===== src/design/midi_stick_map.vh =====
// port offsets, field positions and reset values of the midi and stick readout block
// Notes on behaviour
// RQ1: 0x206 reads stick B X; writes ignored
// RQ2: 0x207 reads stick B Y; writes ignored
// RQ3: 0x330 reads last rx byte, writes tx
// RQ4: 0x331 rx/tx interrupt enables, pass-through bit 4
// RQ5: serial interrupts drive only interrupt line seven
// RQ6: 0x332 bit 0 shows interrupt pending
// RQ7: 0x335 rx ready, overrun, framing, tx empty
// RQ8: control bit 6 selects automatic stick timing
// RQ9: control bit 0 gates all card interrupts
// RQ10: reserved bits read zero, ignored writes
`ifndef MIDI_STICK_MAP_VH
`define MIDI_STICK_MAP_VH
`define ADDR_CARD_CTRL 10'h202
`define ADDR_STICK_B_X 10'h206
`define ADDR_STICK_B_Y 10'h207
`define ADDR_SER_DATA 10'h330
`define ADDR_SER_IEN 10'h331
`define ADDR_SER_ISTAT 10'h332
`define ADDR_SER_LSTAT 10'h335
`define CTRL_IRQ_MASTER_BIT 0
`define CTRL_AUTO_BIT 6
`define IEN_RX_BIT 0
`define IEN_TX_BIT 1
`define IEN_PASS_BIT 4
`define IEN_MASK 8'h13
`define CTRL_MASK 8'h41
`define LS_RXRDY_BIT 0
`define LS_OVR_BIT 1
`define LS_FRM_BIT 3
`define LS_TXE_BIT 5
`define RST_BYTE 8'h00
`endif


===== src/design/midi_port_sync.v =====
// two-flop synchroniser for a bundle of pin-side levels
`timescale 1ns/10ps
`default_nettype none
module midi_port_sync #(
    parameter WIDTH = 1
) (
    // clock and reset
    input wire clk_in,
    input wire resetn_in,
    // async levels in, synced out
    input wire [WIDTH-1:0] async_in,
    output wire [WIDTH-1:0] sync_out
);
    reg [WIDTH-1:0] meta_r; // first stage, read only by second
    reg [WIDTH-1:0] sync_r; // second stage
    genvar i;
    // one pair of flops per bit
    generate
        for (i = 0; i < WIDTH; i = i + 1) begin : g_bit
            always @(posedge clk_in) begin
                if (!resetn_in) begin
                    meta_r[i] <= 1'b0;
                    sync_r[i] <= 1'b0;
                end else begin
                    meta_r[i] <= async_in[i];
                    sync_r[i] <= meta_r[i];
                end
            end
        end
    endgenerate
    assign sync_out = sync_r;
endmodule
`default_nettype wire


===== src/design/midi_stick_readout.v =====
// register ports of the midi serial port and second-stick position readout
`timescale 1ns/10ps
`default_nettype none
`include "midi_stick_map.vh"
module midi_stick_readout (
    // clock and reset
    input wire clk_in,
    input wire resetn_in,
    // byte-wide host i/o port, one-cycle strobes
    input wire [9:0] io_addr_in,
    input wire io_rd_in,
    input wire io_wr_in,
    input wire [7:0] io_wdata_in,
    output reg [7:0] io_rdata_out,
    // stick timing hardware, latched axis values
    input wire [7:0] second_stick_x_value_in,
    input wire [7:0] second_stick_y_value_in,
    input wire stick_conv_done_in,
    output wire stick_timing_auto_select_out,
    // serial receiver side
    input wire rx_valid_in,
    input wire [7:0] rx_byte_in,
    input wire rx_frame_err_in,
    // serial transmitter side
    output reg [7:0] tx_byte_out,
    output reg tx_load_out,
    input wire tx_busy_in,
    output wire pass_through_select_out,
    // interrupt line seven
    output wire irq7_out
);
    // host side: one read or write strobe per access, full address compare
    // ports are not aliased, so every unlisted port reads as zero
    // a write to a read-only port changes nothing anywhere
    // read data is registered and holds until the next read strobe
    // serial receiver and transmitter run on this clock, no crossing
    // stick timers run on their own clock; their done level and both
    // axis results pass two flops before any logic looks at them
    // the wide result crossing is safe only because the timers keep it
    // stable while done is high; a timer that changes it early would
    // latch a torn value
    // interrupt output is a pure function of registers, so it never
    // glitches on a strobe and needs no output flop
    // only one serial byte is buffered each way: a slow host loses
    // received bytes and sees overrun
    // conversion done comes from the pulse timers, another domain
    wire conv_done_s;
    wire [15:0] pos_s; // synced X and Y timer results
    reg conv_done_d_r; // edge detect of synced level
    reg [7:0] stick_x_r; // latched stick B X
    reg [7:0] stick_y_r; // latched stick B Y
    reg [7:0] card_ctrl_r; // masked card control bits
    reg [7:0] ien_r; // serial interrupt enables
    reg [7:0] rx_data_r; // last received byte
    reg rx_rdy_r; // received data available
    reg ovr_r; // overrun sticky
    reg frm_r; // framing error sticky
    reg txe_r; // transmit holding empty
    reg tx_pend_r; // byte waiting for transmitter
    wire data_rd; // host read of data port
    wire lstat_rd; // host read of line status
    wire int_pending; // any enabled serial condition
    wire [7:0] lstat; // composed line status

    // done level from the pulse timers, two flops before use
    midi_port_sync #(.WIDTH(1)) u_sync (
        .clk_in(clk_in),
        .resetn_in(resetn_in),
        .async_in(stick_conv_done_in),
        .sync_out(conv_done_s)
    );

    // axis results cross beside the done level; held stable while done
    // is high, so the latch edge sees settled bytes
    midi_port_sync #(.WIDTH(16)) u_pos_sync (
        .clk_in(clk_in),
        .resetn_in(resetn_in),
        .async_in({second_stick_x_value_in, second_stick_y_value_in}),
        .sync_out(pos_s)
    );

    // strobe decodes used by the flag clears
    // a write never clears a receive flag; only the matching read does
    assign data_rd = io_rd_in && (io_addr_in == `ADDR_SER_DATA);
    assign lstat_rd = io_rd_in && (io_addr_in == `ADDR_SER_LSTAT);
    assign stick_timing_auto_select_out = card_ctrl_r[`CTRL_AUTO_BIT]; // see RQ8
    assign pass_through_select_out = ien_r[`IEN_PASS_BIT]; // see RQ4
    // pending shows enabled conditions only; the master bit does not
    // hide it from the status port, it only gates the output line
    assign int_pending = (ien_r[`IEN_RX_BIT] && rx_rdy_r) ||
                         (ien_r[`IEN_TX_BIT] && txe_r); // see RQ4
    // master enable gates the only interrupt output
    assign irq7_out = int_pending && card_ctrl_r[`CTRL_IRQ_MASTER_BIT]; // see RQ5 see RQ9
    // line status: bit 5 empty, bit 3 framing, bit 1 overrun, bit 0 ready
    // reserved line status bits are tied to zero
    assign lstat = {2'b00, txe_r, 1'b0, frm_r, 1'b0, ovr_r, rx_rdy_r}; // see RQ7 see RQ10

    // stick positions latch only on a completed automatic conversion
    always @(posedge clk_in) begin
        if (!resetn_in) begin
            conv_done_d_r <= 1'b0;
            // latches read zero until the first automatic conversion
            stick_x_r <= `RST_BYTE;
            stick_y_r <= `RST_BYTE;
        end else begin
            conv_done_d_r <= conv_done_s;
            // manual mode leaves the old result standing
            if (conv_done_s && !conv_done_d_r && card_ctrl_r[`CTRL_AUTO_BIT]) begin // see RQ8
                // synced results pass the same two flops as done, so they line up with the detected edge
                stick_x_r <= pos_s[15:8];
                stick_y_r <= pos_s[7:0];
            end
        end
    end

    // writable control registers; reserved bits masked off
    always @(posedge clk_in) begin
        if (!resetn_in) begin
            // both interrupt enables and the master bit start off
            card_ctrl_r <= `RST_BYTE;
            ien_r <= `RST_BYTE;
        end else if (io_wr_in) begin
            // only the mode and master bits of the control port are kept
            if (io_addr_in == `ADDR_CARD_CTRL) begin
                card_ctrl_r <= io_wdata_in & `CTRL_MASK; // see RQ8 see RQ9 see RQ10
            end else if (io_addr_in == `ADDR_SER_IEN) begin
                ien_r <= io_wdata_in & `IEN_MASK; // see RQ4 see RQ10
            end
            // any other address, read-only ports included, stores nothing
        end
    end

    // receive path: new byte wins over a clearing read in the same cycle
    always @(posedge clk_in) begin
        if (!resetn_in) begin
            rx_data_r <= `RST_BYTE;
            rx_rdy_r <= 1'b0;
            ovr_r <= 1'b0;
            frm_r <= 1'b0;
        end else begin
            if (rx_valid_in) begin
                rx_data_r <= rx_byte_in; // see RQ3
                rx_rdy_r <= 1'b1; // see RQ7
                // unread byte overwritten: overrun, unless read right now
                // the newest byte is kept; the unread one is lost
                if (rx_rdy_r && !data_rd) begin
                    ovr_r <= 1'b1; // see RQ7
                end else if (lstat_rd) begin
                    ovr_r <= 1'b0;
                end
                // framing error belongs to the byte just taken; set beats clear
                if (rx_frame_err_in) begin
                    frm_r <= 1'b1; // see RQ7
                end else if (lstat_rd) begin
                    frm_r <= 1'b0;
                end
            end else begin
                // no new byte: a data read empties the buffer
                if (data_rd) begin
                    rx_rdy_r <= 1'b0;
                end
                // error flags clear when status is read
                if (lstat_rd) begin
                    ovr_r <= 1'b0;
                    frm_r <= 1'b0;
                end
            end
        end
    end

    // transmit holding: one byte, handed over when transmitter idle
    always @(posedge clk_in) begin
        if (!resetn_in) begin
            tx_byte_out <= `RST_BYTE;
            tx_load_out <= 1'b0;
            tx_pend_r <= 1'b0;
            // empty at reset, so an enabled tx interrupt shows pending at once
            txe_r <= 1'b1;
        end else begin
            // load is a one-cycle pulse by default
            tx_load_out <= 1'b0;
            if (io_wr_in && (io_addr_in == `ADDR_SER_DATA)) begin
                tx_byte_out <= io_wdata_in; // see RQ3
                // a write before the hand-over replaces the waiting byte
                tx_pend_r <= 1'b1;
                txe_r <= 1'b0; // see RQ7
            // the gap after a load lets busy rise before the next hand-over
            end else if (tx_pend_r && !tx_busy_in && !tx_load_out) begin
                tx_load_out <= 1'b1;
                tx_pend_r <= 1'b0;
                txe_r <= 1'b1;
            end
        end
    end

    // read mux; unmapped and reserved read zero, writes to RO ports dropped
    always @(posedge clk_in) begin
        if (!resetn_in) begin
            // zero until the first read
            io_rdata_out <= `RST_BYTE;
        end else if (io_rd_in) begin
            // reads have no side effect here; flag clears live with the flags
            if (io_addr_in == `ADDR_STICK_B_X) begin
                io_rdata_out <= stick_x_r; // see RQ1
            end else if (io_addr_in == `ADDR_STICK_B_Y) begin
                io_rdata_out <= stick_y_r; // see RQ2
            end else if (io_addr_in == `ADDR_SER_DATA) begin
                io_rdata_out <= rx_data_r; // see RQ3
            end else if (io_addr_in == `ADDR_SER_IEN) begin
                io_rdata_out <= ien_r; // see RQ4
            end else if (io_addr_in == `ADDR_SER_ISTAT) begin
                io_rdata_out <= {7'h00, int_pending}; // see RQ6 see RQ10
            end else if (io_addr_in == `ADDR_SER_LSTAT) begin
                io_rdata_out <= lstat; // see RQ7
            end else if (io_addr_in == `ADDR_CARD_CTRL) begin
                // only the mode and master enable bits are stored
                io_rdata_out <= card_ctrl_r; // see RQ8 see RQ9
            end else begin
                io_rdata_out <= 8'h00; // see RQ10
            end
        end
    end
endmodule
`default_nettype wire


===== config.mk =====
export PLATFORM = sky130hd
export DESIGN_NAME = midi_stick_readout
export DESIGN_NICKNAME = d
export VERILOG_FILES = /design/src/design/midi_port_sync.v /design/src/design/midi_stick_readout.v
export VERILOG_INCLUDE_DIRS = /design/src /design/src/design
export SDC_FILE = /design/constraint.sdc
export NUM_CORES = 1
export LEC_CHECK = 0
export ABC_AREA = 1
export BUFFER_PORTS_ARGS = -buffer_cell sky130_fd_sc_hd__buf_2
export CORE_MARGIN = 2
export CORE_UTILIZATION = 48
export DETAILED_ROUTE_END_ITERATION = 6
export PLACE_DENSITY = 0.8
export SYNTH_ARGS = -nofsm -noshare
export SYNTH_HDL_FRONTEND = slang
export SYNTH_SLANG_ARGS = --single-unit

===== constraint.sdc =====
create_clock -name clk_in -period 1.2 [get_ports clk_in]
set_clock_uncertainty 0.1 [all_clocks]
set_input_delay 0.12 -clock clk_in [delete_from_list [all_inputs] [get_ports clk_in]]
set_output_delay 0.12 -clock clk_in [all_outputs]
set_load 0.01 [all_outputs]

### Word-level counts from Yosys, hierarchy flattened

Cells that the tools add are included.

* bits in registers: 86
* input port bits: 50
* output and inout port bits: 20
* ROM bits: 0
* memories kept: 0
* word-level logic and storage cells: 98
* bits in latches: 0
* memory bits (writable): 0

* multiply operators: 0
* shifts and indexed selects: 0
* bitwise gates (word level): 2
* add/subtract/negate cells: 0
* $lt $le $gt $ge: 0
* mux-type cells: 20
* equality and inequality tests: 7
* divide/modulo/power cells: 0
* reductions and logical operators: 21

Operators with widths (number)
* $eq A10 B10 Y1 const B: 7
* $mux W7: 4
* $mux W8: 3
* $mux W1: 13
* $logic_and A1 B1 Y1: 11
* $logic_not A1 Y1: 4
* $reduce_bool A2 Y1: 2
* $reduce_and A3 Y1: 1
* $not A1 Y1: 2
* $reduce_and A2 Y1: 1
* $reduce_or A2 Y1: 1
* $logic_or A1 B1 Y1: 1

### Longest topological paths before layout

* word-level depth: 8
* depth in mapped cells: 11
* depth with buffers taken out: 11

### Cells and area by module

A second synthesis with hierarchy kept.

* cells, all modules: 425
* area total of the unflattened synthesis: 3219.3 µm²

Modules (own cells, without submodules)
* midi_stick_readout: area an instance 2249.7 µm², instances 1, cells each 320, seq. area each 1041.0 µm²
* midi_port_sync (u_pos_sync): area an instance 914.6 µm², instances 1, cells each 99, seq. area each 640.6 µm²
* midi_port_sync (u_sync): area an instance 55.1 µm², instances 1, cells each 6, seq. area each 40.0 µm²

### Worst setup path before layout

No wires, ideal clock.

* kind: reg2reg
* start: register card_ctrl_r[6]
* end: register stick_x_r[7]
* path slack: -0.041 ns
* buffers on the path: 1
* arrival time: 1.012 ns
* stages on the path, launching flop included: 7
* data required time: 0.971 ns
* period minus slack after synthesis: 1.241 ns
* setup time: 0.129 ns
* cell sequence: dfxtp_1 > nand2_1 > nor2_1 > inv_1 > clkbuf_1 > o21ai_0 > a21oi_1

* word-level cells in the longest chain between the ends: 1

Ends and longest elaborated chain
* from (decl): line midi_stick_readout.v:52 `reg [7:0] card_ctrl_r;`
* from (signal assigned): line midi_stick_readout.v:120 `` card_ctrl_r <= `RST_BYTE; ``
* from (signal assigned): line midi_stick_readout.v:125 `` card_ctrl_r <= io_wdata_in & `CTRL_MASK; ``
* $logic_and A1 B1 Y1: line midi_stick_readout.v:108 `` if (conv_done_s && !conv_done_d_r && card_ctrl_r[`CTRL_AUTO_BIT]) begin ``
* to (signal assigned): line midi_stick_readout.v:103 `` stick_x_r <= `RST_BYTE; ``
* to (signal assigned): line midi_stick_readout.v:110 `stick_x_r <= pos_s[15:8];`
* to (decl): line midi_stick_readout.v:50 `reg [7:0] stick_x_r;`

No other way between the ends.
A chain may end at the register's enable or synchronous reset.

### Worst setup path in the final report

* start: register rx_rdy_r
* end: output port irq7_out

* word-level cells in the longest chain between the ends: 3

Ends and longest elaborated chain
* from (decl): line midi_stick_readout.v:55 `reg rx_rdy_r;`
* from (signal assigned): line midi_stick_readout.v:137 `rx_rdy_r <= 1'b0;`
* from (signal assigned): line midi_stick_readout.v:143 `rx_rdy_r <= 1'b1;`
* from (signal assigned): line midi_stick_readout.v:160 `rx_rdy_r <= 1'b0;`
* $logic_and A1 B1 Y1: line midi_stick_readout.v:90 `` assign int_pending = (ien_r[`IEN_RX_BIT] && rx_rdy_r) || ``
* $logic_or A1 B1 Y1: line midi_stick_readout.v:90
* $logic_and A1 B1 Y1: line midi_stick_readout.v:93 `` assign irq7_out = int_pending && card_ctrl_r[`CTRL_IRQ_MASTER_BIT]; ``
* to (decl): line midi_stick_readout.v:30 `output wire irq7_out`

No other way between the ends.

==> flow_summary.ini <==
[min_path]
hp-class = in -> reg
holdPathStages = 3
min_delay_worst_endpoint = tx_pend_r
hp-start = io_wr_in

[worst_setup_path]
worstSetupStartpointType = flip-flop
worst_setup_path_startpoint = rx_rdy_r
timing_worst_setup_path_type = reg -> out
critPathArrivalTime_ps = 1110
timing.rr.end = io_rdata_out[0]
endpoint_kind = primary output
timing.rr.start = rx_rdy_r
reg2regPathDepth = 8
path_max_fanout = 3
r2r_setup_slack_ps = 60
timing.critical_path.required_ps = 980

[global_routing]
grt_overflow = 0
antenna_found_initial = 0
global_route_wire_length_before_repair_um = 13000
vias_in_the_first_global_route = 3005
global_route.usage.total_pct = 22.1
grt_start_max_net_pins = 37

[timing]
endpoints_failing_hold = 0
finalSetupViolCount = 1
finalCriticalPeriod_ps = 1330
tightest_pin_transition_ps = 439
timing.final.crit_share_pct = 111
grt_setup_unrepaired = true
max_slew_margin_pct = 70.5
timing.fmax_mhz = 752
worst_slack_ps = -130
maxSlewViolCount = 0

[drt]
drc_errors = 0
antenna_left = 0
wire_per_inst_um = 12.4
avgViaCountPerCell = 4.83
routed-via-count = 3132
routed_wirelength_um = 8030
initialDrtViolationCount = 150
firstDrtPassIters = 4

[status]
failing_checks = setup timing
run_status = finished with violations

[synth]
syn_area_um2 = 3250
post_synth_fa_ha_maj_area_fraction_pct = 0
syn-num-nets = 482
synthesis.yosys.warnings = 0
post_synth_xor_area_fraction_pct = 0
postSynthRegisterBits = 86
number_of_unique_standard_cell_types_used_by_synthesis = 26
dominant_combinational_cell_family_by_area_after_synthesis = simple AND/OR/NAND/NOR gates
syn_inst = 432
post_synth_and_or_nand_nor_area_fraction_pct = 24.8
synth_ff_type = dfxtp_1
synth_enable_flop_cells = 0
syn-mean-instance-area_um2 = 7.52
seq_area_frac_synth_pct = 53.0
synth_mux_area_share_pct = 0
synth_compound_area_share_pct = 12.0
synth_async_sr_flop_share_pct = 0

[power_and_ir_drop]
total_leakage_power_nw = 2.27
total_power_density_per_cell_area_nw_per_um2 = 1170
ir_drop_v = 0.00105

[layout]
antenna-diode-count = 0
layout.cells.most_common = dfxtp_1
finish.utilization_pct = 70.8
final_cell_mix = dfxtp_1, nand2_1, buf_2, inv_1, nor2_1
final_nets = 616
area_delta_synth_final_pct = 40.8
layout-drive-gt1-share_pct = 27.0

[clock_tree]
clk-insertion-delay-late_ps = 350
ctsHtreeMaxLevel = 3
clock_tree_from_tritoncts = built
cts-root-buf = clkbuf_8
cts_sinks = 86
number_of_buffers_inserted_during_clock_tree_synthesis = 9
cts_buffer_depth = 2
clk_transition_reported_paths_ps = 90

[floorplanning]
die_height_um = 86.3
design.portCount = 70
placement_rows = 29
die_area_um2 = 7440
die_w_um = 86.3
start_util_pct = 50.3
core_region_area_um2 = 6460

[placed_design]
dp_worst_setup_slack_ps = -379
gp_congestion = 0.958
io_buffers = 69
detailed_place_hpwl_um = 5280

[job]
maxCapViolations = 0
-- registers in the layout, summed over array words and instances, names as in the netlist --
name and cells:
u_pos_sync.meta_r 16, u_pos_sync.sync_out 16, io_rdata_out 8, rx_data_r 8
stick_x_r 8, stick_y_r 8, tx_byte_out 8, ien_r 3
card_ctrl_r 2, conv_done_d_r 1, frm_r 1, ovr_r 1
rx_rdy_r 1, tx_load_out 1, tx_pend_r 1, txe_r 1
u_sync.meta_r 1, u_sync.sync_out 1
-- layer usage --
metal / routed length, um / track usage (%) / vias to the layer above
met4: 70 / 7.39 / 0
li1: - / - / 1623
met2: 4090 / 40.0 / 93
met1: 3420 / 25.3 / 1409
met3: 448 / 5.71 / 7
met5: 0 / 0 / -
-- per-stage QoR --
step	instances	setup TNS (ps)	hold WS, ps	power (mW)	instance area (um2)
after global routing	648	-348	53.6	5.59	4570
after floorplan	432	0	118	3.19	3260
final	648	-130	16.4	5.34	4570
after global placement	587	-5420	202	3.37	3840
after detailed placement	587	-6910	206	3.38	3840
after CTS	643	-153	57.7	5.36	4430
-- final cells by class --
type	instances	area, um2
Timing Repair Buffer	140	1010
Tap cell	77	96.3
Fill cell	518	1880
Sequential cell	86	1730
Clock buffer	11	151
Multi-Input combinational cell	259	1280
Inverter	70	272
Clock inverter	5	41.3
-- timing repair --
| item | 4_1_cts | 5_1_grt |
|---|---|---|
| pin swaps | 0 | 5 |
| resized for setup | 4 | 38 |
| hold buffers | 39 | 0 |
| hold endpoints to repair | 47 | 0 |
| endpoints found under the setup margin | 10 | 33 |
| setup buffers | 1 | 5 |
-- critical path, cell delays in order (launching register included) --
cell and delay (ps):
dfxtp_2 370, nand2_2 70, nand2_2 60, inv_2 40, nor2_2 100, buf_2 130
-- kinds of logic after synthesis --
| family | count (synthesis) |
|---|---|
| flip-flops | 86 |
| buffers and inverters | 87 |
| AND/OR/NAND/NOR | 184 |
| AO/OA/AOI/OAI | 75 |
-- report_power, final --
part           internal (mW)  switching, mW  total (mW)  leakage (nW)
Sequential              2.93         0.0289        2.96         0.704
Combinational          0.254          0.246       0.500          1.47
Clock                  0.878           1.00        1.88        0.0922
Total                   4.06           1.27        5.34          2.27
-- how the worst max path moves through the flow --
stage                      endpoint  cells after the start
floorplan              stick_x_r[7]                      6
global placement     tx_byte_out[5]                      7
detailed placement  io_rdata_out[7]                      8
CTS                        irq7_out                      5
global route               irq7_out                      5
finish                     irq7_out                      5
-- Yosys cell counts, types with 2 or more instances --
| library cell | count | share of area [%] |
|---|---|---|
| dfxtp_1 | 86 | 53 |
| o211ai_1 | 2 | 0.46 |
| o21ai_0 | 36 | 5.5 |
| o22ai_1 | 2 | 0.38 |
| nand3_1 | 20 | 3.1 |
| clkbuf_1 | 16 | 1.8 |
| nor2_2 | 2 | 0.38 |
| nand4_1 | 9 | 1.7 |
| o21ai_1 | 6 | 0.92 |
| nand2_1 | 75 | 8.7 |
| nor2_1 | 66 | 7.6 |
| inv_1 | 66 | 7.6 |
| a211oi_1 | 3 | 0.69 |
| a21oi_1 | 26 | 4.0 |
| inv_2 | 3 | 0.35 |
| nor3_1 | 4 | 0.62 |
(Power assumes the default switching activity.)
